--- config.mk ---
export PLATFORM = sky130hd
export DESIGN_NAME = p2s_top
export DESIGN_NICKNAME = d
export VERILOG_FILES = /design/src/logic/p2s_pkg.sv /design/src/logic/p2s_bit.sv /design/src/logic/p2s_top.sv
export VERILOG_INCLUDE_DIRS = /design/src /design/src/logic
export SDC_FILE = /design/constraint.sdc
export NUM_CORES = 1
export LEC_CHECK = 0
export ABC_AREA = 0
export BUFFER_PORTS_ARGS = -buffer_cell sky130_fd_sc_hd__buf_2
export CELL_PAD_IN_SITES_DETAIL_PLACEMENT = 1
export CELL_PAD_IN_SITES_GLOBAL_PLACEMENT = 2
export CORE_MARGIN = 3
export CORE_UTILIZATION = 24
export CTS_CLUSTER_DIAMETER = 40
export DETAILED_ROUTE_END_ITERATION = 8
export HOLD_SLACK_MARGIN = 0.15
export PLACE_DENSITY = 0.76
export SYNTH_ARGS = -nofsm -noshare
export SYNTH_HDL_FRONTEND = slang
export SYNTH_SLANG_ARGS = --single-unit
--- constraint.sdc ---
create_clock -name clock -period 2.2 [get_ports clock]
set_clock_uncertainty 0.05 [all_clocks]
set_input_delay 0.11 -clock clock [delete_from_list [all_inputs] [get_ports clock]]
set_output_delay 0.11 -clock clock [all_outputs]
set_load 0.01 [all_outputs]
--- src/logic/p2s_regs.svh ---
// Offsets, field positions, reset values and strap defaults of the port 2
// flow-control and energy-efficient strap loader.
// Included by the loader; holds definitions only.
`ifndef P2S_REGS_SVH
`define P2S_REGS_SVH

// Byte offsets on the register bus.
`define P2S_FLOW_CTRL_OFS      8'h00
`define P2S_AUTONEG_ADV_OFS    8'h04
`define P2S_MAC_TX_CFG_OFS     8'h08
`define P2S_PWRDN_XOVER_OFS    8'h0c
`define P2S_EEE_CAP_OFS        8'h10
`define P2S_EEE_ADV_OFS        8'h14
`define P2S_STRAP_STAT_OFS     8'h18

// Field positions.
`define P2S_BP_EN_BIT          0
`define P2S_TX_PAUSE_BIT       1
`define P2S_RX_PAUSE_BIT       2
`define P2S_MANUAL_FC_BIT      3
`define P2S_SYM_PAUSE_BIT      10
`define P2S_ASYM_PAUSE_BIT     11
`define P2S_MAC_EEE_BIT        0
`define P2S_PHY_EEE_BIT        0
`define P2S_EEE_100TX_BIT      1
`define P2S_FX_MODE_BIT        5

// Reset values of the bits before the straps are loaded.
`define P2S_BIT_RESET          1'b0

// Strap defaults when no strap source supplies a value.
`define P2S_BP_STRAP_DFLT      1'b1
`define P2S_FD_FC_STRAP_DFLT   1'b1
`define P2S_MAN_FC_STRAP_DFLT  1'b0

`endif

--- src/logic/p2s_pkg.sv ---
// Types shared by the port 2 strap loader.
// No assumptions on the surroundings.
package p2s_pkg;

  typedef enum logic [1:0] {
    P2S_ST_LOAD = 2'b01,
    P2S_ST_RUN  = 2'b10
  } p2s_state_e;

  typedef logic [7:0] p2s_addr_t;

endpackage : p2s_pkg

--- src/logic/p2s_bit.sv ---
// One register bit whose default is loaded from a strap after reset.
// Assumes load and write are one-cycle strobes in the clock domain.
`timescale 1ns/1ns
module p2s_bit #(
  parameter logic RESET_VAL = 1'b0
) (
  // Clock and reset
  input  wire logic clock,
  input  wire logic rst_n,
  // Strap load
  input  wire logic load,
  input  wire logic load_val,
  // Software write
  input  wire logic wr,
  input  wire logic wr_val,
  // Stored value
  output logic      q
);

  // A load only happens right after reset, so it takes priority.
  always_ff @(posedge clock or negedge rst_n) begin
    if (!rst_n) begin
      q <= RESET_VAL;
    end else if (load) begin
      q <= load_val;
    end else if (wr) begin
      q <= wr_val;
    end
  end

endmodule : p2s_bit

--- src/logic/p2s_top.sv ---
// Port 2 strap loader: turns the port 2 and internal PHY B straps into the
// reset defaults of the flow-control and energy-efficient register bits,
// and lets software overwrite them, except the capability bit, over a classic Wishbone slave.
// Assumes the strap inputs are stable from reset release onward.
//
// Local design decisions: the Wishbone slave port and the register addresses.
`timescale 1ns/1ns
`include "p2s_regs.svh"
module p2s_top
  import p2s_pkg::*;
(
  // Clock and reset
  input  wire logic        clock,
  input  wire logic        rst_n,
  // Straps and mode
  input  wire logic        strap_valid,
  input  wire logic        p2_backpressure_strap,
  input  wire logic        p2_full_duplex_pause_strap,
  input  wire logic        p2_manual_pause_strap,
  input  wire logic        p2_energy_efficient_strap,
  input  wire logic        energy_efficient_enable_pin,
  input  wire logic        phy_fx_mode,
  // Wishbone slave
  input  wire logic        wb_cyc_i,
  input  wire logic        wb_stb_i,
  input  wire logic        wb_we_i,
  input  wire logic [7:0]  wb_adr_i,
  input  wire logic [3:0]  wb_sel_i,
  input  wire logic [31:0] wb_dat_i,
  output logic      [31:0] wb_dat_o,
  output logic             wb_ack_o,
  // Register bits towards MAC and PHY
  output logic             p2_backpressure_enable,
  output logic             p2_tx_pause_enable,
  output logic             p2_rx_pause_enable,
  output logic             p2_manual_flow_ctrl,
  output logic             phy_adv_sym_pause,
  output logic             phy_adv_asym_pause,
  output logic             mac_energy_efficient_enable,
  output logic             phy_energy_efficient_enable,
  output logic             phy_energy_efficient_capability,
  output logic             phy_energy_efficient_advertise,
  output logic             p2_eee_active,
  output logic             loaded
);

  ////////////////////////////////////////////////////////////////////////////
  // Strap selection and derived defaults

  p2s_state_e state_r;
  p2s_state_e state_nxt;
  logic       load;
  logic       bp_s;
  logic       fd_s;
  logic       man_s;
  logic       eee_s;
  logic       asym_dflt;
  logic       sym_dflt;
  logic       phy_eee_dflt;

  // With no strap source the documented defaults apply; the energy-efficient
  // strap follows its dedicated pin instead of a fixed value.
  always_comb begin
    bp_s  = strap_valid ? p2_backpressure_strap : `P2S_BP_STRAP_DFLT;
    fd_s  = strap_valid ? p2_full_duplex_pause_strap : `P2S_FD_FC_STRAP_DFLT;
    man_s = strap_valid ? p2_manual_pause_strap : `P2S_MAN_FC_STRAP_DFLT;
    eee_s = strap_valid ? p2_energy_efficient_strap
                        : energy_efficient_enable_pin;
  end

  always_comb begin
    sym_dflt  = !phy_fx_mode && !man_s;
    asym_dflt = !phy_fx_mode && !man_s && fd_s;
  end

  // PHY energy-efficient defaults, void in fiber mode.
  always_comb begin
    phy_eee_dflt = !phy_fx_mode && eee_s;
  end

  ////////////////////////////////////////////////////////////////////////////
  // Load sequencing

  always_comb begin
    case (state_r)
      P2S_ST_LOAD: state_nxt = P2S_ST_RUN;
      P2S_ST_RUN:  state_nxt = P2S_ST_RUN;
      default:     state_nxt = P2S_ST_LOAD;
    endcase
  end

  always_ff @(posedge clock or negedge rst_n) begin
    if (!rst_n) begin
      state_r <= P2S_ST_LOAD;
    end else begin
      state_r <= state_nxt;
    end
  end

  assign load = (state_r == P2S_ST_LOAD);

  ////////////////////////////////////////////////////////////////////////////
  // Wishbone access

  logic ack_r;
  logic req;
  logic wr;
  logic wr_lo;
  logic wr_hi;
  logic [31:0] rd_nxt;

  // The request is only answered after the straps are in place, so a read
  // never sees the pre-load reset values.
  assign req   = wb_cyc_i && wb_stb_i && !load;
  // A write lands on the edge where the master samples ack.
  assign wr    = req && wb_we_i && ack_r;
  assign wr_lo = wr && wb_sel_i[0];
  assign wr_hi = wr && wb_sel_i[1];

  always_ff @(posedge clock or negedge rst_n) begin
    if (!rst_n) begin
      ack_r <= 1'b0;
    end else begin
      ack_r <= req && !ack_r;
    end
  end

  ////////////////////////////////////////////////////////////////////////////
  // Register bits

  logic bp_q;
  logic txp_q;
  logic rxp_q;
  logic man_q;
  logic sym_q;
  logic asym_q;
  logic mac_eee_q;
  logic phy_eee_q;
  logic adv_eee_q;

  p2s_bit #(.RESET_VAL(`P2S_BIT_RESET)) u_bp (
    .clock    (clock),
    .rst_n    (rst_n),
    .load     (load),
    .load_val (bp_s),
    .wr       (wr_lo && wb_adr_i == `P2S_FLOW_CTRL_OFS),
    .wr_val   (wb_dat_i[`P2S_BP_EN_BIT]),
    .q        (bp_q)
  );

  p2s_bit #(.RESET_VAL(`P2S_BIT_RESET)) u_txp (
    .clock    (clock),
    .rst_n    (rst_n),
    .load     (load),
    .load_val (fd_s),
    .wr       (wr_lo && wb_adr_i == `P2S_FLOW_CTRL_OFS),
    .wr_val   (wb_dat_i[`P2S_TX_PAUSE_BIT]),
    .q        (txp_q)
  );

  p2s_bit #(.RESET_VAL(`P2S_BIT_RESET)) u_rxp (
    .clock    (clock),
    .rst_n    (rst_n),
    .load     (load),
    .load_val (fd_s),
    .wr       (wr_lo && wb_adr_i == `P2S_FLOW_CTRL_OFS),
    .wr_val   (wb_dat_i[`P2S_RX_PAUSE_BIT]),
    .q        (rxp_q)
  );

  p2s_bit #(.RESET_VAL(`P2S_BIT_RESET)) u_man (
    .clock    (clock),
    .rst_n    (rst_n),
    .load     (load),
    .load_val (man_s),
    .wr       (wr_lo && wb_adr_i == `P2S_FLOW_CTRL_OFS),
    .wr_val   (wb_dat_i[`P2S_MANUAL_FC_BIT]),
    .q        (man_q)
  );

  p2s_bit #(.RESET_VAL(`P2S_BIT_RESET)) u_sym (
    .clock    (clock),
    .rst_n    (rst_n),
    .load     (load),
    .load_val (sym_dflt),
    .wr       (wr_hi && wb_adr_i == `P2S_AUTONEG_ADV_OFS),
    .wr_val   (wb_dat_i[`P2S_SYM_PAUSE_BIT]),
    .q        (sym_q)
  );

  p2s_bit #(.RESET_VAL(`P2S_BIT_RESET)) u_asym (
    .clock    (clock),
    .rst_n    (rst_n),
    .load     (load),
    .load_val (asym_dflt),
    .wr       (wr_hi && wb_adr_i == `P2S_AUTONEG_ADV_OFS),
    .wr_val   (wb_dat_i[`P2S_ASYM_PAUSE_BIT]),
    .q        (asym_q)
  );

  p2s_bit #(.RESET_VAL(`P2S_BIT_RESET)) u_mac_eee (
    .clock    (clock),
    .rst_n    (rst_n),
    .load     (load),
    .load_val (eee_s),
    .wr       (wr_lo && wb_adr_i == `P2S_MAC_TX_CFG_OFS),
    .wr_val   (wb_dat_i[`P2S_MAC_EEE_BIT]),
    .q        (mac_eee_q)
  );

  p2s_bit #(.RESET_VAL(`P2S_BIT_RESET)) u_phy_eee (
    .clock    (clock),
    .rst_n    (rst_n),
    .load     (load),
    .load_val (phy_eee_dflt),
    .wr       (wr_lo && wb_adr_i == `P2S_PWRDN_XOVER_OFS),
    .wr_val   (wb_dat_i[`P2S_PHY_EEE_BIT]),
    .q        (phy_eee_q)
  );

  p2s_bit #(.RESET_VAL(`P2S_BIT_RESET)) u_adv_eee (
    .clock    (clock),
    .rst_n    (rst_n),
    .load     (load),
    .load_val (phy_eee_dflt),
    .wr       (wr_lo && wb_adr_i == `P2S_EEE_ADV_OFS),
    .wr_val   (wb_dat_i[`P2S_EEE_100TX_BIT]),
    .q        (adv_eee_q)
  );

  // Capability is read-only, so software cannot claim an ability the PHY
  // was not strapped for.
  // Capability from strap.
  p2s_bit #(.RESET_VAL(`P2S_BIT_RESET)) u_cap_eee (
    .clock    (clock),
    .rst_n    (rst_n),
    .load     (load),
    .load_val (phy_eee_dflt),
    .wr       (1'b0),
    .wr_val   (1'b0),
    .q        (phy_energy_efficient_capability)
  );

  ////////////////////////////////////////////////////////////////////////////
  // Read data

  always_comb begin
    rd_nxt = 32'h0000_0000;
    case (wb_adr_i)
      `P2S_FLOW_CTRL_OFS: begin
        rd_nxt[`P2S_BP_EN_BIT]     = bp_q;
        rd_nxt[`P2S_TX_PAUSE_BIT]  = txp_q;
        rd_nxt[`P2S_RX_PAUSE_BIT]  = rxp_q;
        rd_nxt[`P2S_MANUAL_FC_BIT] = man_q;
      end
      `P2S_AUTONEG_ADV_OFS: begin
        rd_nxt[`P2S_SYM_PAUSE_BIT]  = sym_q;
        rd_nxt[`P2S_ASYM_PAUSE_BIT] = asym_q;
      end
      `P2S_MAC_TX_CFG_OFS:  rd_nxt[`P2S_MAC_EEE_BIT] = mac_eee_q;
      `P2S_PWRDN_XOVER_OFS: rd_nxt[`P2S_PHY_EEE_BIT] = phy_eee_q;
      `P2S_EEE_CAP_OFS: begin
        rd_nxt[`P2S_EEE_100TX_BIT] = phy_energy_efficient_capability;
      end
      `P2S_EEE_ADV_OFS:     rd_nxt[`P2S_EEE_100TX_BIT] = adv_eee_q;
      `P2S_STRAP_STAT_OFS: begin
        rd_nxt[4:0] = {eee_s, man_s, fd_s, bp_s, strap_valid};
        rd_nxt[`P2S_FX_MODE_BIT] = phy_fx_mode;
      end
      default: rd_nxt = 32'h0000_0000;
    endcase
  end

  always_ff @(posedge clock or negedge rst_n) begin
    if (!rst_n) begin
      wb_dat_o <= 32'h0000_0000;
    end else if (req && !ack_r) begin
      wb_dat_o <= rd_nxt;
    end
  end

  assign wb_ack_o = ack_r;

  ////////////////////////////////////////////////////////////////////////////
  // Output stage

  always_ff @(posedge clock or negedge rst_n) begin
    if (!rst_n) begin
      p2_backpressure_enable      <= 1'b0;
      p2_tx_pause_enable          <= 1'b0;
      p2_rx_pause_enable          <= 1'b0;
      p2_manual_flow_ctrl         <= 1'b0;
      phy_adv_sym_pause           <= 1'b0;
      phy_adv_asym_pause          <= 1'b0;
      mac_energy_efficient_enable <= 1'b0;
      phy_energy_efficient_enable <= 1'b0;
      phy_energy_efficient_advertise <= 1'b0;
      loaded                      <= 1'b0;
    end else begin
      p2_backpressure_enable      <= bp_q;
      p2_tx_pause_enable          <= txp_q;
      p2_rx_pause_enable          <= rxp_q;
      p2_manual_flow_ctrl         <= man_q;
      phy_adv_sym_pause           <= sym_q;
      phy_adv_asym_pause          <= asym_q;
      mac_energy_efficient_enable <= mac_eee_q;
      phy_energy_efficient_enable <= phy_eee_q;
      phy_energy_efficient_advertise <= adv_eee_q;
      loaded                      <= !load;
    end
  end

  // A fiber link has no auto-negotiation result, so energy-efficient
  // operation stays off there whatever software writes.
  // Fiber mode gating.
  always_ff @(posedge clock or negedge rst_n) begin
    if (!rst_n) begin
      p2_eee_active <= 1'b0;
    end else begin
      p2_eee_active <= mac_eee_q && phy_eee_q && !phy_fx_mode;
    end
  end

endmodule : p2s_top

==> Yosys cells after proc, flatten, opt, wreduce, memory -nomap -nowiden <==
Cells that the tools add are included.
{ "word_totals": {"regBits": 32, "wordCells": 88, "out_inout_bits": 45} }
{ "op_classes": {"mux": 28, "eq_ne": 8, "reduce_logical": 28} }
{ "op_table": {"columns": ["operator", "n"], "rows": [
  ["equality test 8 x 5 -> 1 bit (second input constant)", 3],
  ["2-to-1 mux 1 bit", 22],
  ["logical AND 1 bit", 17],
  ["equality test 8 x 4 -> 1 bit (second input constant)", 2],
  ["nonzero test 2 bit", 5],
  ["equality test 8 x 3 -> 1 bit (second input constant)", 1],
  ["zero test 8 bit", 1],
  ["case mux 1 bit (4 select lines)", 2],
  ["2-to-1 mux 2 bit", 3],
  ["zero test 1 bit", 4],
  ["case mux 2 bit (2 select lines)", 1],
  ["equality test 2 x 1 -> 1 bit (second input constant)", 1],
  ["equality test 2 bit (second input constant)", 1],
  ["OR reduction 2 bit", 1]
]} }

==> Logic depth before layout (Yosys ltp) <==
Gate-level depths: netlist of the first run.
{ "logic_depth": {"depth_word": 9, "ltp_mapped": 7} }

==> By module <==
Synthesis of the first run repeated with hierarchy kept, for this count alone.
{ "hier_totals": {"hier_cells": 158, "hier_area_um2": 1604.0} }
{ "modules_own_cells": {"columns": ["module", "area_per_inst_um2", "instances", "cells_each"], "rows": [
  ["p2s_top", 1166.1, 1, 118],
  ["p2s_bit", 43.8, 10, 4]
]} }

==> Least setup slack after synthesis of the first run <==
No wires, ideal clock.
{ "synth_path": {"path_kind": "register to register", "from": "reg state_r[0]", "to": "reg u_phy_eee.q", "t_arrival_ns": 1.651, "path_slack_ns": 0.412, "stages_incl_launch_ff": 7, "required_time_ns": 2.063, "cell_sequence": "dfstp_2 ha_1 nand3b_1 or2_1 buf_2 or3_1 a22oi_1"} }
{ "synth_via": {"elab_chain_cells": 8, "word_cells_on_any_way": 9, "cone_classes": "1 x eq/ne; 1 x mux; 7 x reduce/logical"} }
{ "synth_lines": {"columns": ["item", "line", "rtl"], "rows": [
  ["start, declared", "p2s_top.sv:50", "p2s_state_e state_r;"],
  ["start signal, assigned", "p2s_top.sv:96", "state_r <= state_nxt;"],
  ["equality test 2 x 1 -> 1 bit (*)", "p2s_top.sv:100", "assign load = (state_r == P2S_ST_LOAD);"],
  ["zero test 1 bit", "p2s_top.sv:114", "assign req = wb_cyc_i && wb_stb_i && !load;"],
  ["logical AND 1 bit", "p2s_top.sv:114", null],
  ["logical AND 1 bit (2 in a row)", "p2s_top.sv:116", "assign wr = req && wb_we_i && ack_r;"],
  ["logical AND 1 bit", "p2s_top.sv:117", "assign wr_lo = wr && wb_sel_i[0];"],
  ["logical AND 1 bit (no line)", null, null],
  ["nonzero test 2 bit (no line)", null, null],
  ["end signal, assigned", "p2s_bit.sv:25", "q <= load_val;"],
  ["end signal, assigned", "p2s_bit.sv:27", "q <= wr_val;"],
  ["end, declared", "p2s_bit.sv:17", "output logic q"]
]} }
Every way passes the cells marked *; elsewhere a longest branch is shown, timed or not.
A chain may end at the register's enable or synchronous reset.

==> Final worst setup path of the first run <==
{ "layout_path": {"from": "reg state_r[0]", "to": "reg u_mac_eee.q"} }
{ "layout_via": {"elab_chain_cells": 8, "word_cells_on_any_way": 9, "cone_classes": "1 x eq/ne; 1 x mux; 7 x reduce/logical"} }
{ "layout_lines": {"columns": ["item", "line"], "rows": [
  ["equality test 2 x 1 -> 1 bit (*)", "p2s_top.sv:100"],
  ["zero test 1 bit", "p2s_top.sv:114"],
  ["logical AND 1 bit", "p2s_top.sv:114"],
  ["logical AND 1 bit (2 in a row)", "p2s_top.sv:116"],
  ["logical AND 1 bit", "p2s_top.sv:117"],
  ["logical AND 1 bit (no line)", null],
  ["nonzero test 2 bit (no line)", null],
  ["end signal, assigned", "p2s_bit.sv:25"],
  ["end signal, assigned", "p2s_bit.sv:27"],
  ["end, declared", "p2s_bit.sv:17"]
]} }
Marks and branches as above.

==> out/metrics.sh, run 1 <==
RESULT_OF_THE_RUN='complete, no violations'
ASYNCSETRESETFLOPFRACSYNTH_PCT=100.0
PLACE.GP.CONGESTION=0.7176
DR_TOTAL_VIAS=1376
GLOBAL_ROUTE.OVERFLOW_TOTAL=0
WIRELENGTH_MICRONS=4548
DIE_AREA_SQ_MM=0.007997
CTS.HTREE.LEVELS=2
VDD.IR_DROP.WORST_mV=0.2317
ROUTE.ANTENNA.REMAINING_NETS=0
GRT_PASS1_VIAS=1366
DRT_ITER0_DRC=42
WIRE_LENGTH_OF_THE_FIRST_GLOBAL_ROUTING_PASS_MICRONS=6913
CLOCK_EDGE_TRANSITION_AT_THE_REGISTERS_ON_THE_REPORTED_SETUP_AND_HOLD_PATHS_NS=0.07
TIMING.FINAL.CRIT_PERIOD_NS=2.122
MOST_NUMEROUS_CELL_IN_THE_YOSYS_NETLIST='sky130_fd_sc_hd__dfrtp_1'
SYNTH-SEQ-AREA-SHARE_PCT=48.01
WORST_HOLD_END='wb_dat_o[4]'
GLOBAL_ROUTE.USAGE.TOTAL_PCT=11.49
YOSYS-TOP-CELLS-COUNT='sky130_fd_sc_hd__dfrtp_1 (31), sky130_fd_sc_hd__buf_4 (24), sky130_fd_sc_hd__nand2_1 (12), sky130_fd_sc_hd__o21ai_1 (9), sky130_fd_sc_hd__nor2_1 (8)'
DRT_DRC_VIOLATIONS_LEFT=0
YOSYS.AREA.TOP_TYPE='sky130_fd_sc_hd__dfrtp_1'
R2R_SLACK_NS=0.08
SETUP_SLACK_NS=0.07813
DRIVE_GT1_SHARE_PCT=30.70
MAXIMUM_NUMBER_OF_PINS_ON_ONE_NET_BEFORE_GLOBAL_ROUTE_REPAIR=33
HOLDCRITSTARTPOINT='wb_adr_i[7]'
SYNTH_FLOP_CELL='sky130_fd_sc_hd__dfrtp_1'
CTS_ROOT_BUF='sky130_fd_sc_hd__clkbuf_8'
POST-ROUTE-UTIL_PCT=33.33
NFILLCELLS=774
START_UTIL_PCT=25.57
TIMING.SETUP.TNS_NS=0
TRITONCTS='done'
NUMCTSBUFFERS=5
SETUP_VIOLATIONS=0
SYNTH_TOP_CELL_AREA_SHARE_PCT=46.44
HOLD_VIOLATION_COUNT_IN_THE_FINAL_REPORT=0
CTS_SINKS=32
DETAILEDROUTE.FIRSTPASSITERATIONCOUNT=4
DPL_WORST_SLACK_NS=0.3464
CRITICAL_PATH.ENDPOINT_TYPE='flip-flop'
P_LEAK_nW=0.9988
CRITICAL_PATH_TYPE='flip-flop to flip-flop'
TIMING.FINAL.MAX_SLEW_VIOLATIONS=0
SYNTH_CELL_TYPE_COUNT=43
R2R-START='state_r[0]'
MAX-CLOCK-PATH-BUFFERS=2
CRITPATHREQUIREDTIME_NS=2.32
SYN_TO_FINAL_GROWTH_PCT=30.34
PIN_COUNT=101
SYNTH.YOSYS.WARNINGS=0
STD_CELL_ROWS=29
TYPE_OF_THE_TIGHTEST_MIN_DELAY_CHECK='input pin to flip-flop'
POSTSYNTHREGISTERBITS=32
CORE_AREA_SQ_MM=0.006531
POSTSYNTHAREAPERCELL_SQ_UM=10.37
FLOORPLAN.DIE.WIDTH_MICRONS=89.43
LARGESTREGISTERS='wb_dat_o: 8 flops, state_r: 2 flops'
POWERDENSITY_mW_PER_MM2=650.3
DRV_CAP=0
MAX_SLEW_MARGIN_PCT=51.97
MAX_REG_FLOPS=8
BUFFER_PORTS.INSERTED=48
WORSTSKEWPAIRLATENCY_NS=0.28
WORSTREGTOREGCELLS=6
ANTENNA_VIOLATIONS_BEFORE_REPAIR=0
SYNTH_EDF_COUNT=0
CP.ARRIVAL_NS=2.24
WORST-PATH-MAX-FANOUT=3
MAX_FREQ_MHz=471.3
MIN_DELAY_PATH_DEPTH=4
WORST-SLEW-PIN-TRANSITION_NS=0.7204
PLACE_HPWL_MICRONS=3381
WORST_R2R_ENDPOINT='u_mac_eee.q'
VIAS_PER_CELL=4.511
SYNTH.CELL_AREA_SQ_MM=0.001670
POSTSYNTHCELLCOUNT=161
DETAIL_ROUTE.WL_PER_CELL_MICRONS=14.91
MIN_PERIOD_OVER_PERIOD_PCT=96.45
LARGEST-REGISTER='wb_dat_o'
RSZ0062_AT_GRT='false'
TIMING.CRITICAL_PATH.FROM_TYPE='flip-flop'
DIE_HEIGHT_MICRONS=89.43
ANTENNADIODECOUNT=0
SYNTH.AREA.TOP_CELLS='sky130_fd_sc_hd__dfrtp_1 (46%), sky130_fd_sc_hd__buf_4 (11%), sky130_fd_sc_hd__o21ai_1 (2.7%)'
LAYOUT.NETS=284
==> metrics by stage <==
stage / power, W / area [sq um] / hold slack [ns] / cells
2_1_floorplan: 0.0007427 / 1757 / -0.2356 / 184
3_3_place_gp: 0.0007897 / 1907 / 0.1480 / 283
3_5_place_dp: 0.0007920 / 1907 / 0.1664 / 283
4_1_cts: 0.001437 / 2163 / 0.1513 / 304
5_1_grt: 0.001487 / 2177 / 0.1767 / 305
6_report: 0.001416 / 2177 / 0.1643 / 305
==> where the power goes <==
part	leakage, nW	switching [W]	internal [W]
combinational	0.545	0.000100	0.0000712
sequential	0.389	0.0000157	0.000614
clock	0.0645	0.000215	0.000399
==> kinds of logic (layout without fill, tap and decap cells) <==
family / count (synthesis) / in the layout / synth area share, %
buf+inv: 35 / 79 / 13.86
compound gates: 39 / 39 / 15.36
simple gates: 47 / 47 / 18.05
mux: 6 / 6 / 3.745
other cells: 1 / 24 / 0.2245
flops: 32 / 32 / 48.02
fa+ha+maj: 1 / 1 / 0.7489
==> critical path, cell delays in order, from the launching register on <==
cell and delay [ns]:
sky130_fd_sc_hd__dfstp_2 0.37, sky130_fd_sc_hd__ha_2 0.18, sky130_fd_sc_hd__nand3b_1 0.21, sky130_fd_sc_hd__nor4_2 0.32, sky130_fd_sc_hd__mux2i_1 0.23, sky130_fd_sc_hd__mux2i_1 0.09
sky130_fd_sc_hd__dlygate4sd3_1 0.56
==> cell usage in the layout, fill, tap and decap left out, types with 5 or more instances in the layout <==
master and n:
sky130_fd_sc_hd__buf_2 48, sky130_fd_sc_hd__dfrtp_1 31, sky130_fd_sc_hd__conb_1 24, sky130_fd_sc_hd__dlygate4sd3_1 13, sky130_fd_sc_hd__nand2_1 12, sky130_fd_sc_hd__o21ai_1 9, sky130_fd_sc_hd__nor2_1 8, sky130_fd_sc_hd__clkbuf_8 7
sky130_fd_sc_hd__a22oi_1 6, sky130_fd_sc_hd__inv_1 5, sky130_fd_sc_hd__a31oi_1 5
==> area by class of cell <==
class | instances | area [sq um] | share of cell area, %
Inverter | 6 | 22.52 | 1.034
Clock inverter | 1 | 30.03 | 1.379
Sequential cell | 32 | 802.0 | 36.84
Clock buffer | 7 | 96.34 | 4.425
Timing Repair Buffer | 65 | 400.4 | 18.39
Tap cell | 77 | 96.34 | 4.425
Multi-Input combinational cell | 117 | 729.5 | 33.51
==> metal layers <==
layer / track usage [%] / wire length [microns] / vias to the layer above
met4: 5.413 / 114 / 0
met1: 14.95 / 2067 / 648
li1: - / - / 663
met3: 2.304 / 278 / 8
met5: 0 / 0 / -
met2: 18.22 / 2087 / 57
==> worst max-delay path by stage <==
stage	slack (ns)	start	end	cells past startpoint
floorplan	0.41	state_r[0]	u_phy_eee.q	6
global placement	0.39	state_r[0]	u_phy_eee.q	5
detailed placement	0.35	state_r[0]	u_phy_eee.q	5
CTS	0.01	state_r[0]	u_mac_eee.q	6
global route	0.007	state_r[0]	u_mac_eee.q	6
finish	0.08	state_r[0]	u_mac_eee.q	6
==> repair_timing <==
item / in CTS / in global routing
buffers inserted: 0 / 1
hold buffers: 13 / 0
resized for setup: 0 / 2
setup endpoints to repair: 0 / 1
hold endpoints to repair: 43 / 0
Note: power is estimated with default switching activity, not from simulation.
==> inputs of run 2 (changes only) <==
CORE_UTILIZATION = 23   (was 24)
PLACE_DENSITY = 0.75   (was 0.76)
SYNTH_HIERARCHICAL = 1   (was not set)
==> run 2 against run 1 <==
Against the previous run: area after synthesis fell by 4.0%; clock-buffer cell count up 1; wire length decreased by 4.4%; non-clock buffer count rose by 3; critical path type unchanged; critical endpoint is now u_asym/q; largest cell class unchanged; largest power group unchanged.
==> out/metrics.sh, run 2 <==
RESULT_OF_THE_RUN='complete, no violations'  # unchanged
ASYNCSETRESETFLOPFRACSYNTH_PCT=100.0  # unchanged
ANTENNA_VIOLATIONS_BEFORE_REPAIR=0  # unchanged
PLACE_HPWL_MICRONS=3166  # was 3381 microns
HOLD_VIOLATION_COUNT_IN_THE_FINAL_REPORT=0  # unchanged
LAYOUT.CELLS.MOST_COMMON='sky130_fd_sc_hd__buf_2'  # unchanged
PIN_COUNT=101  # unchanged
DR_TOTAL_VIAS=1301  # was 1376
SYNTH.AREA.TOP_CELLS='sky130_fd_sc_hd__dfrtp_1 (48%), sky130_fd_sc_hd__buf_4 (11%), sky130_fd_sc_hd__mux2i_1 (8.1%)'  # was sky130_fd_sc_hd__dfrtp_1 (46%), sky130_fd_sc_hd__buf_4 (11%), sky130_fd_sc_hd__o21ai_1 (2.7%)
WORSTSKEWPAIRLATENCY_NS=0.28  # about the same
SYNTH_CELL_TYPE_COUNT=30  # was 43
LARGEST-REGISTER='wb_dat_o'  # unchanged
BUFFER_PORTS.INSERTED=48  # unchanged
DRIVE_GT1_SHARE_PCT=30.90  # was 30.70%
SYNTH_TOP_CELL_AREA_SHARE_PCT=48.36  # was 46.44%
LAYOUT.AREA.SEQ_SQ_UM=802.0  # unchanged
P_SEQ_SHARE_PCT=50.1  # was 44.5%
WORST-SLEW-PIN-TRANSITION_NS=0.7733  # was 0.7204 ns
CRITICAL_PATH.ENDPOINT_TYPE='flip-flop'  # unchanged
VIAS_PER_CELL=3.991  # was 4.511
ROUTE.ANTENNA.REMAINING_NETS=0  # unchanged
FLOORPLAN.DIE.WIDTH_MICRONS=89.51  # was 89.43 microns
SYNTH_FLOP_CELL='sky130_fd_sc_hd__dfrtp_1'  # unchanged
POWER.COMBINATIONAL.FRACTION_PCT=13.0  # was 12.1%
POWER.SWITCHING_W=0.0003170  # was 0.0003315 W
CP-STARTPOINT='state_r[0]'  # unchanged
NFILLCELLS=766  # was 774
DIE_AREA_SQ_MM=0.008012  # was 0.007997 sq mm
MAX_SLEW_MARGIN_PCT=48.45  # was 51.97%
DETAILEDROUTE.FIRSTPASSITERATIONCOUNT=4  # unchanged
WIRE_LENGTH_OF_THE_FIRST_GLOBAL_ROUTING_PASS_MICRONS=6610  # was 6913 microns
DRV_CAP=0  # unchanged
ENDPOINT='u_asym/q'  # was u_mac_eee.q
CTS_ROOT_BUF='sky130_fd_sc_hd__clkbuf_8'  # unchanged
CTS.HTREE.LEVELS=2  # unchanged
SWITCHING_SHARE_PCT=25.37  # was 23.42%
GLOBAL_ROUTE.OVERFLOW_TOTAL=0  # unchanged
YOSYS.AREA.TOP_TYPE='sky130_fd_sc_hd__dfrtp_1'  # unchanged
WORST-PATH-MAX-FANOUT=4  # was 3
SHARE_OF_TOTAL_POWER_IN_THE_CLOCK_NETWORK_PCT=36.9  # was 43.4%
DIE_HEIGHT_MICRONS=89.51  # was 89.43 microns
TRITONCTS='done'  # unchanged
VDD.IR_DROP.WORST_mV=0.1584  # was 0.2317 mV
R2R_SLACK_NS=0.13  # was 0.08 ns
MAX-CLOCK-PATH-BUFFERS=2  # unchanged
MAX_FREQ_MHz=483.1  # was 471.3 MHz
TIMING.FINAL.CRIT_PERIOD_NS=2.070  # was 2.122 ns
POSTSYNTHAREAPERCELL_SQ_UM=10.15  # was 10.37 sq um
DRT_DRC_VIOLATIONS_LEFT=0  # unchanged
SYNTH_EDF_COUNT=0  # unchanged
POSTSYNTHREGISTERBITS=32  # unchanged
GRT_PASS1_VIAS=1297  # was 1366
TIMING.CRITICAL_PATH.FROM_TYPE='flip-flop'  # unchanged
LAYOUT.NETS=289  # was 284
HOLDCRITSTARTPOINT='energy_efficient_enable_pin'  # was wb_adr_i[7]
R2R-START='state_r[0]'  # unchanged
DETAIL_ROUTE.WL_PER_CELL_MICRONS=13.33  # was 14.91 microns
P_LEAK_nW=1.018  # was 0.9988 nW
YOSYS-TOP-CELLS-COUNT='sky130_fd_sc_hd__dfrtp_1 (31), sky130_fd_sc_hd__nand2_1 (27), sky130_fd_sc_hd__buf_4 (24), sky130_fd_sc_hd__mux2i_1 (13), sky130_fd_sc_hd__o21ai_1 (13)'  # was sky130_fd_sc_hd__dfrtp_1 (31), sky130_fd_sc_hd__buf_4 (24), sky130_fd_sc_hd__nand2_1 (12), sky130_fd_sc_hd__o21ai_1 (9), sky130_fd_sc_hd__nor2_1 (8)
WIRELENGTH_MICRONS=4346  # was 4548 microns
CORE_AREA_SQ_MM=0.006568  # was 0.006531 sq mm
CLOCK_EDGE_TRANSITION_AT_THE_REGISTERS_ON_THE_REPORTED_SETUP_AND_HOLD_PATHS_NS=0.07  # about the same
CP.ARRIVAL_NS=2.18  # was 2.24 ns
WORST_R2R_ENDPOINT='u_asym/q'  # was u_mac_eee.q
SYN_TO_FINAL_GROWTH_PCT=33.07  # was 30.34%
MOST_NUMEROUS_CELL_IN_THE_YOSYS_NETLIST='sky130_fd_sc_hd__dfrtp_1'  # unchanged
NUMCTSBUFFERS=5  # unchanged
REPORT.POWER.TOTAL_W=0.001249  # was 0.001416 W
START_UTIL_PCT=24.42  # was 25.57%
MULTI_INPUT_COMB_AREA_SQ_UM=654.4  # was 729.5 sq um
WORSTREGTOREGCELLS=8  # was 6
STD_CELL_ROWS=29  # unchanged
SYNTH-SEQ-AREA-SHARE_PCT=50.00  # was 48.01%
DPL_WORST_SLACK_NS=0.2925  # was 0.3464 ns
LARGESTREGISTERS='wb_dat_o: 8 flops, state_r: 2 flops'  # unchanged
SETUP_SLACK_NS=0.1302  # was 0.07813 ns
POWERDENSITY_mW_PER_MM2=585.4  # was 650.3 mW/mm^2
MOST-COMMON-LAYOUT-CELLS='sky130_fd_sc_hd__buf_2 (48), sky130_fd_sc_hd__dfrtp_1 (31), sky130_fd_sc_hd__nand2_1 (27)'  # was sky130_fd_sc_hd__buf_2 (48), sky130_fd_sc_hd__dfrtp_1 (31), sky130_fd_sc_hd__conb_1 (24)
DRT_ITER0_DRC=42  # unchanged
SETUP_VIOLATIONS=0  # unchanged
MIN_PERIOD_OVER_PERIOD_PCT=94.08  # was 96.45%
SYNTH.CELL_AREA_SQ_MM=0.001604  # was 0.001670 sq mm
POSTSYNTHCELLCOUNT=158  # was 161
TYPE_OF_THE_TIGHTEST_MIN_DELAY_CHECK='input pin to flip-flop'  # unchanged
MAXIMUM_NUMBER_OF_PINS_ON_ONE_NET_BEFORE_GLOBAL_ROUTE_REPAIR=33  # unchanged
MAX_REG_FLOPS=8  # unchanged
CTS_SINKS=32  # unchanged
GLOBAL_ROUTE.USAGE.TOTAL_PCT=11.29  # was 11.49%
SYNTH.YOSYS.WARNINGS=6  # was 0
CRITICAL_PATH_TYPE='flip-flop to flip-flop'  # unchanged
RSZ0062_AT_GRT='false'  # unchanged
P_INT_W=0.0009325  # was 0.001084 W
TIMING.FINAL.MAX_SLEW_VIOLATIONS=0  # unchanged
ANTENNADIODECOUNT=0  # unchanged
CRITPATHREQUIREDTIME_NS=2.31  # was 2.32 ns
PLACE.GP.CONGESTION=0.7024  # was 0.7176
TIMING.SETUP.TNS_NS=0  # unchanged
[run 2: cell count changes in the layout (fill, tap and decap cells not counted), sizes merged, moves of 3 or more]
cell / previous run / this run
a31oi: 5 / 1
nand2: 12 / 28
a22oi: 6 / 0
nor4b: 3 / 0
o211ai: 0 / 3
o21ai: 12 / 16
a21oi: 4 / 0
a22o: 4 / 0
mux2i: 4 / 13
nor2b: 4 / 0
[run 2: layout make-up]
type	count	share of cell area, %
clock buffer	8	4.220
tap	93	5.451
inverter	9	2.169
multi-input combinational	116	30.66
timing repair buffer	68	19.93
sequential	32	37.57
[run 2: routing by layer]
layer,vias to the layer above,part of all wire [%],GRT usage [%],wire (microns)
li1,625,-,-,-
met1,615,43,13.65,1886
met2,55,46,18.02,2010
met3,6,8.3,3.963,362
met4,0,2.0,5.142,87
met5,-,0,0,0
[run 2: worst min path at each step]
| stage | end | cells past startpoint |
|---|---|---|
| floorplan | loaded | 0 |
| global placement | wb_dat_o[10] | 1 |
| detailed placement | wb_dat_o[11] | 1 |
| CTS | wb_dat_o[4] | 3 |
| global route | wb_dat_o[4] | 3 |
| finish | wb_dat_o[4] | 3 |
[run 2: metrics by stage]
stage / util (%) / std cells / cell area (sq um) / hold slack [ns]
floorplan: - / 183 / 1698 / -0.2356
global placement: 28.73 / 303 / 1887 / 0.1630
detailed placement: 28.73 / 303 / 1887 / 0.1717
CTS: 32.23 / 325 / 2117 / 0.1511
global route: 32.50 / 326 / 2135 / 0.1682
finish: 32.50 / 326 / 2135 / 0.1474
[run 2: power by group through the flow]
stage / registers (W) / logic (W) / clock network (W)
2_1_floorplan: 0.000641 / 0.0000971 / 0
3_3_place_gp: 0.000637 / 0.000140 / 0
3_5_place_dp: 0.000637 / 0.000142 / 0
4_1_cts: 0.000626 / 0.000162 / 0.000484
5_1_grt: 0.000629 / 0.000180 / 0.000517
6_report: 0.000626 / 0.000162 / 0.000461
[run 2: what timing repair did]
action	in CTS	in global routing
endpoints found under the setup margin	0	1
hold buffers	14	0
gates resized for setup	0	3
setup buffers	0	1
hold endpoints to repair	44	0
[run 2: cell families (layout without fill, tap and decap cells)]
family	count (synthesis)	after routing	synth area share [%]
compound gates	21	21	8.815
fa+ha+maj	1	1	0.7799
buf+inv	35	85	15.68
flops	32	32	50.00
mux	13	13	8.112
other cells	1	26	0.2338
simple gates	55	55	16.38
[run 2: worst max-delay path, stage by stage (launching register included)]
cell	delay [ns]
sky130_fd_sc_hd__dfstp_2	0.37
sky130_fd_sc_hd__ha_2	0.19
sky130_fd_sc_hd__nor3_2	0.17
sky130_fd_sc_hd__buf_4	0.14
sky130_fd_sc_hd__nand2_1	0.06
sky130_fd_sc_hd__nor2_2	0.14
sky130_fd_sc_hd__mux2i_1	0.19
sky130_fd_sc_hd__o21ai_1	0.07
sky130_fd_sc_hd__dlygate4sd3_1	0.56
==> inputs of run 3 (changes only) <==
ABC_AREA = 1   (was 0)
PLACE_DENSITY = 0.78   (was 0.75)
==> run 3 against run 2 <==
Against the previous run: sequential power up 2%; largest cell class unchanged; clock-buffer cell count down 1; first-iteration DRC count up 4.8%; global-route usage down 0.57 points.
==> out/metrics.sh, run 3 <==
DP.CELLS=396  # was 303
WIRELENGTH_MICRONS=4504  # was 4346 microns
LARGESTREGISTERS='wb_dat_o: 8 flops, state_r: 2 flops'  # unchanged
RESULT_OF_THE_RUN='complete, no violations'  # unchanged
MAX_REG_FLOPS=8  # unchanged
LAYOUT.CELLS.MOST_COMMON='sky130_fd_sc_hd__nand2_1'  # was sky130_fd_sc_hd__buf_2
NUMCTSBUFFERS=5  # unchanged
DETAILEDROUTE.FIRSTPASSITERATIONCOUNT=4  # unchanged
FLOORPLAN.DIE.WIDTH_MICRONS=95.00  # was 89.51 microns
CTS.HTREE.LEVELS=2  # unchanged
P_LEAK_nW=1.259  # was 1.018 nW
TIMING.SETUP.TNS_NS=0  # unchanged
MAX_FREQ_MHz=499.8  # was 483.1 MHz
SYNTH_FLOP_CELL='sky130_fd_sc_hd__dfrtp_1'  # unchanged
DETAIL_ROUTE.WL_PER_CELL_MICRONS=10.83  # was 13.33 microns
WORSTREGTOREGCELLS=7  # was 8
CRITPATHREQUIREDTIME_NS=2.36  # was 2.31 ns
LAYOUT.NETS=373  # was 289
DIE_AREA_SQ_MM=0.009024  # was 0.008012 sq mm
MOST_NUMEROUS_CELL_IN_THE_YOSYS_NETLIST='sky130_fd_sc_hd__nand2_1'  # was sky130_fd_sc_hd__dfrtp_1
POST_CTS.RESIZED_INSTANCES=0  # unchanged
SYNTH_EDF_COUNT=0  # unchanged
FINAL_STANDARD_CELL_COUNT_WITH_TAPS_INCLUDED_AND_FILLERS_EXCLUDED=416  # was 326
R2R_SLACK_NS=0.20  # was 0.13 ns
SYNTH.CELL_AREA_SQ_MM=0.001822  # was 0.001604 sq mm
POSTSYNTHREGISTERBITS=32  # unchanged
MAX_SLEW_MARGIN_PCT=53.00  # was 48.45%
ANTENNA_VIOLATIONS_BEFORE_REPAIR=0  # unchanged
WORST-SLEW-PIN-TRANSITION_NS=0.7050  # was 0.7733 ns
YOSYS-TOP-CELLS-COUNT='sky130_fd_sc_hd__nand2_1 (61), sky130_fd_sc_hd__inv_1 (59), sky130_fd_sc_hd__dfrtp_1 (31), sky130_fd_sc_hd__buf_4 (24), sky130_fd_sc_hd__nand3_1 (22)'  # was sky130_fd_sc_hd__dfrtp_1 (31), sky130_fd_sc_hd__nand2_1 (27), sky130_fd_sc_hd__buf_4 (24), sky130_fd_sc_hd__mux2i_1 (13), sky130_fd_sc_hd__o21ai_1 (13)
DRV_CAP=0  # unchanged
LARGEST-REGISTER='wb_dat_o'  # unchanged
WORSTSKEWPAIRLATENCY_NS=0.28  # about the same
POSTCTSHOLDBUFS=12  # was 14
CTS_SINKS=32  # unchanged
POST-ROUTE-CELL-AREA_SQ_MM=0.002327  # was 0.002135 sq mm
ENDPOINT='wb_dat_o[11]'  # was u_asym/q
CP-STARTPOINT='state_r[0]'  # unchanged
VIAS_PER_CELL=3.817  # was 3.991
SYNTH.AREA.TOP_CELLS='sky130_fd_sc_hd__dfrtp_1 (43%), sky130_fd_sc_hd__nand2_1 (13%), sky130_fd_sc_hd__inv_1 (12%)'  # was sky130_fd_sc_hd__dfrtp_1 (48%), sky130_fd_sc_hd__buf_4 (11%), sky130_fd_sc_hd__mux2i_1 (8.1%)
MOST-COMMON-LAYOUT-CELLS='sky130_fd_sc_hd__nand2_1 (61), sky130_fd_sc_hd__inv_1 (59), sky130_fd_sc_hd__buf_2 (48)'  # was sky130_fd_sc_hd__buf_2 (48), sky130_fd_sc_hd__dfrtp_1 (31), sky130_fd_sc_hd__nand2_1 (27)
CRITICAL_PATH.ENDPOINT_TYPE='flip-flop'  # unchanged
CORE_AREA_SQ_MM=0.007447  # was 0.006568 sq mm
POSTSYNTHAREAPERCELL_SQ_UM=7.466  # was 10.15 sq um
MAX-CLOCK-PATH-BUFFERS=2  # unchanged
ANTENNADIODECOUNT=0  # unchanged
BUFFER_PORTS.INSERTED=48  # unchanged
GLOBAL_ROUTE.USAGE.TOTAL_PCT=10.72  # was 11.29%
WIRE_LENGTH_OF_THE_FIRST_GLOBAL_ROUTING_PASS_MICRONS=7452  # was 6610 microns
POWERDENSITY_mW_PER_MM2=536.8  # was 585.4 mW/mm^2
SYN_TO_FINAL_GROWTH_PCT=27.75  # was 33.07%
PLACE.GP.CONGESTION=0.7982  # was 0.7024
CRITICAL_PATH_TYPE='flip-flop to flip-flop'  # unchanged
DPL_CELL_AREA_SQ_MM=0.002126  # was 0.001887 sq mm
GLOBAL_ROUTE.OVERFLOW_TOTAL=0  # unchanged
SYNTH_TOP_CELL_AREA_SHARE_PCT=42.58  # was 48.36%
MIN_PERIOD_OVER_PERIOD_PCT=90.95  # was 94.08%
VDD.IR_DROP.WORST_mV=0.1873  # was 0.1584 mV
DR_TOTAL_VIAS=1588  # was 1301
STD_CELL_ROWS=31  # was 29
START_UTIL_PCT=24.46  # was 24.42%
PLACE_HPWL_MICRONS=3601  # was 3166 microns
POST-CTS-SETUP-BUFFER-COUNT=0  # unchanged
HOLD_VIOLATION_COUNT_IN_THE_FINAL_REPORT=0  # unchanged
CP.ARRIVAL_NS=2.16  # was 2.18 ns
PIN_COUNT=101  # unchanged
CTS_ROOT_BUF='sky130_fd_sc_hd__clkbuf_8'  # unchanged
CLOCK_EDGE_TRANSITION_AT_THE_REGISTERS_ON_THE_REPORTED_SETUP_AND_HOLD_PATHS_NS=0.06  # was 0.07 ns
YOSYS.AREA.TOP_TYPE='sky130_fd_sc_hd__dfrtp_1'  # unchanged
ROUTE.ANTENNA.REMAINING_NETS=0  # unchanged
TIMING.CRITICAL_PATH.FROM_TYPE='flip-flop'  # unchanged
SYNTH.YOSYS.WARNINGS=6  # unchanged
SYNTH_CELL_TYPE_COUNT=23  # was 30
TYPE_OF_THE_TIGHTEST_MIN_DELAY_CHECK='input pin to flip-flop'  # unchanged
TRITONCTS='done'  # unchanged
R2R-START='state_r[0]'  # unchanged
RSZ0062_AT_GRT='false'  # unchanged
TIMING.FINAL.MAX_SLEW_VIOLATIONS=0  # unchanged
GRT_PASS1_VIAS=1623  # was 1297
DRIVE_GT1_SHARE_PCT=23.03  # was 30.90%
DRT_DRC_VIOLATIONS_LEFT=0  # unchanged
POST-ROUTE-UTIL_PCT=31.25  # was 32.50%
SYNTH-SEQ-AREA-SHARE_PCT=44.02  # was 50.00%
SETUP_VIOLATIONS=0  # unchanged
WORST_R2R_ENDPOINT='wb_dat_o[11]'  # was u_asym/q
MAXIMUM_NUMBER_OF_PINS_ON_ONE_NET_BEFORE_GLOBAL_ROUTE_REPAIR=33  # unchanged
ASYNCSETRESETFLOPFRACSYNTH_PCT=100.0  # unchanged
DIE_HEIGHT_MICRONS=95.00  # was 89.51 microns
WORST-PATH-MAX-FANOUT=10  # was 4
DRT_ITER0_DRC=44  # was 42
TIMING.FINAL.CRIT_PERIOD_NS=2.001  # was 2.070 ns
POSTSYNTHCELLCOUNT=244  # was 158
-- run 3: worst min-delay path by stage --
stage                     depth (start not counted)                   from  slack, ns                          end
after global routing                              5  p2_manual_pause_strap       0.22                      u_man/q
final                                             5  p2_manual_pause_strap       0.18                      u_man/q
after floorplan                                   0                  rst_n      -0.24                       loaded
after global placement                            1                  rst_n       0.16  mac_energy_efficient_enable
after detailed placement                          1                  rst_n       0.17  mac_energy_efficient_enable
after CTS                                         5  p2_manual_pause_strap       0.17                      u_man/q
-- run 3: power breakdown --
| part | leakage [nW] | internal (W) | switching, W | total (W) |
|---|---|---|---|---|
| Sequential | 0.385 | 0.000618 | 0.0000188 | 0.000637 |
| Clock | 0.0422 | 0.000222 | 0.000207 | 0.000428 |
| Combinational | 0.833 | 0.0000703 | 0.000114 | 0.000184 |
-- run 3: stage by stage --
stage,hold slack (ns),setup slack (ns),power (W)
2_1_floorplan,-0.2356,0.2091,0.0007667
3_3_place_gp,0.1608,0.4363,0.0008157
3_5_place_dp,0.1682,0.4223,0.0008187
4_1_cts,0.1731,0.1856,0.001273
5_1_grt,0.2199,0.07232,0.001322
6_report,0.1774,0.1991,0.001249
-- run 3: cell type report --
class                   count  area (sq um)
clock buffers               7         76.32
clock inverters             1         5.005
fillers                   969          5120
inverters                  62         232.7
multi-input cells         152         704.4
flip-flops and latches     32         802.0
well taps                  99         123.9
repair buffers             63         382.9
-- run 3: worst max-delay path, stage by stage, from the launching register on --
cell	delay (ns)
sky130_fd_sc_hd__dfstp_2	0.36
sky130_fd_sc_hd__ha_1	0.22
sky130_fd_sc_hd__inv_2	0.08
sky130_fd_sc_hd__nand3_2	0.06
sky130_fd_sc_hd__dlygate4sd3_1	0.59
sky130_fd_sc_hd__nor2_4	0.23
sky130_fd_sc_hd__nand3_1	0.18
sky130_fd_sc_hd__o21ai_1	0.16
-- run 3: logic make-up after synthesis --
family,count (synthesis),synth area share [%]
AND/OR/NAND/NOR,117,30.01
flip-flops,32,44.02
other,1,0.2058
buffers and inverters,86,22.66
adder cells (fa/ha/maj),1,0.6867
AO/OA/AOI/OAI,7,2.404
-- run 3: per-layer routing --
layer	vias up	global-route usage, %	wire (microns)
met4	0	4.447	58
met3	6	2.470	264
met2	48	17.97	2178
met5	-	0	0
li1	812	-	-
met1	722	13.18	2001
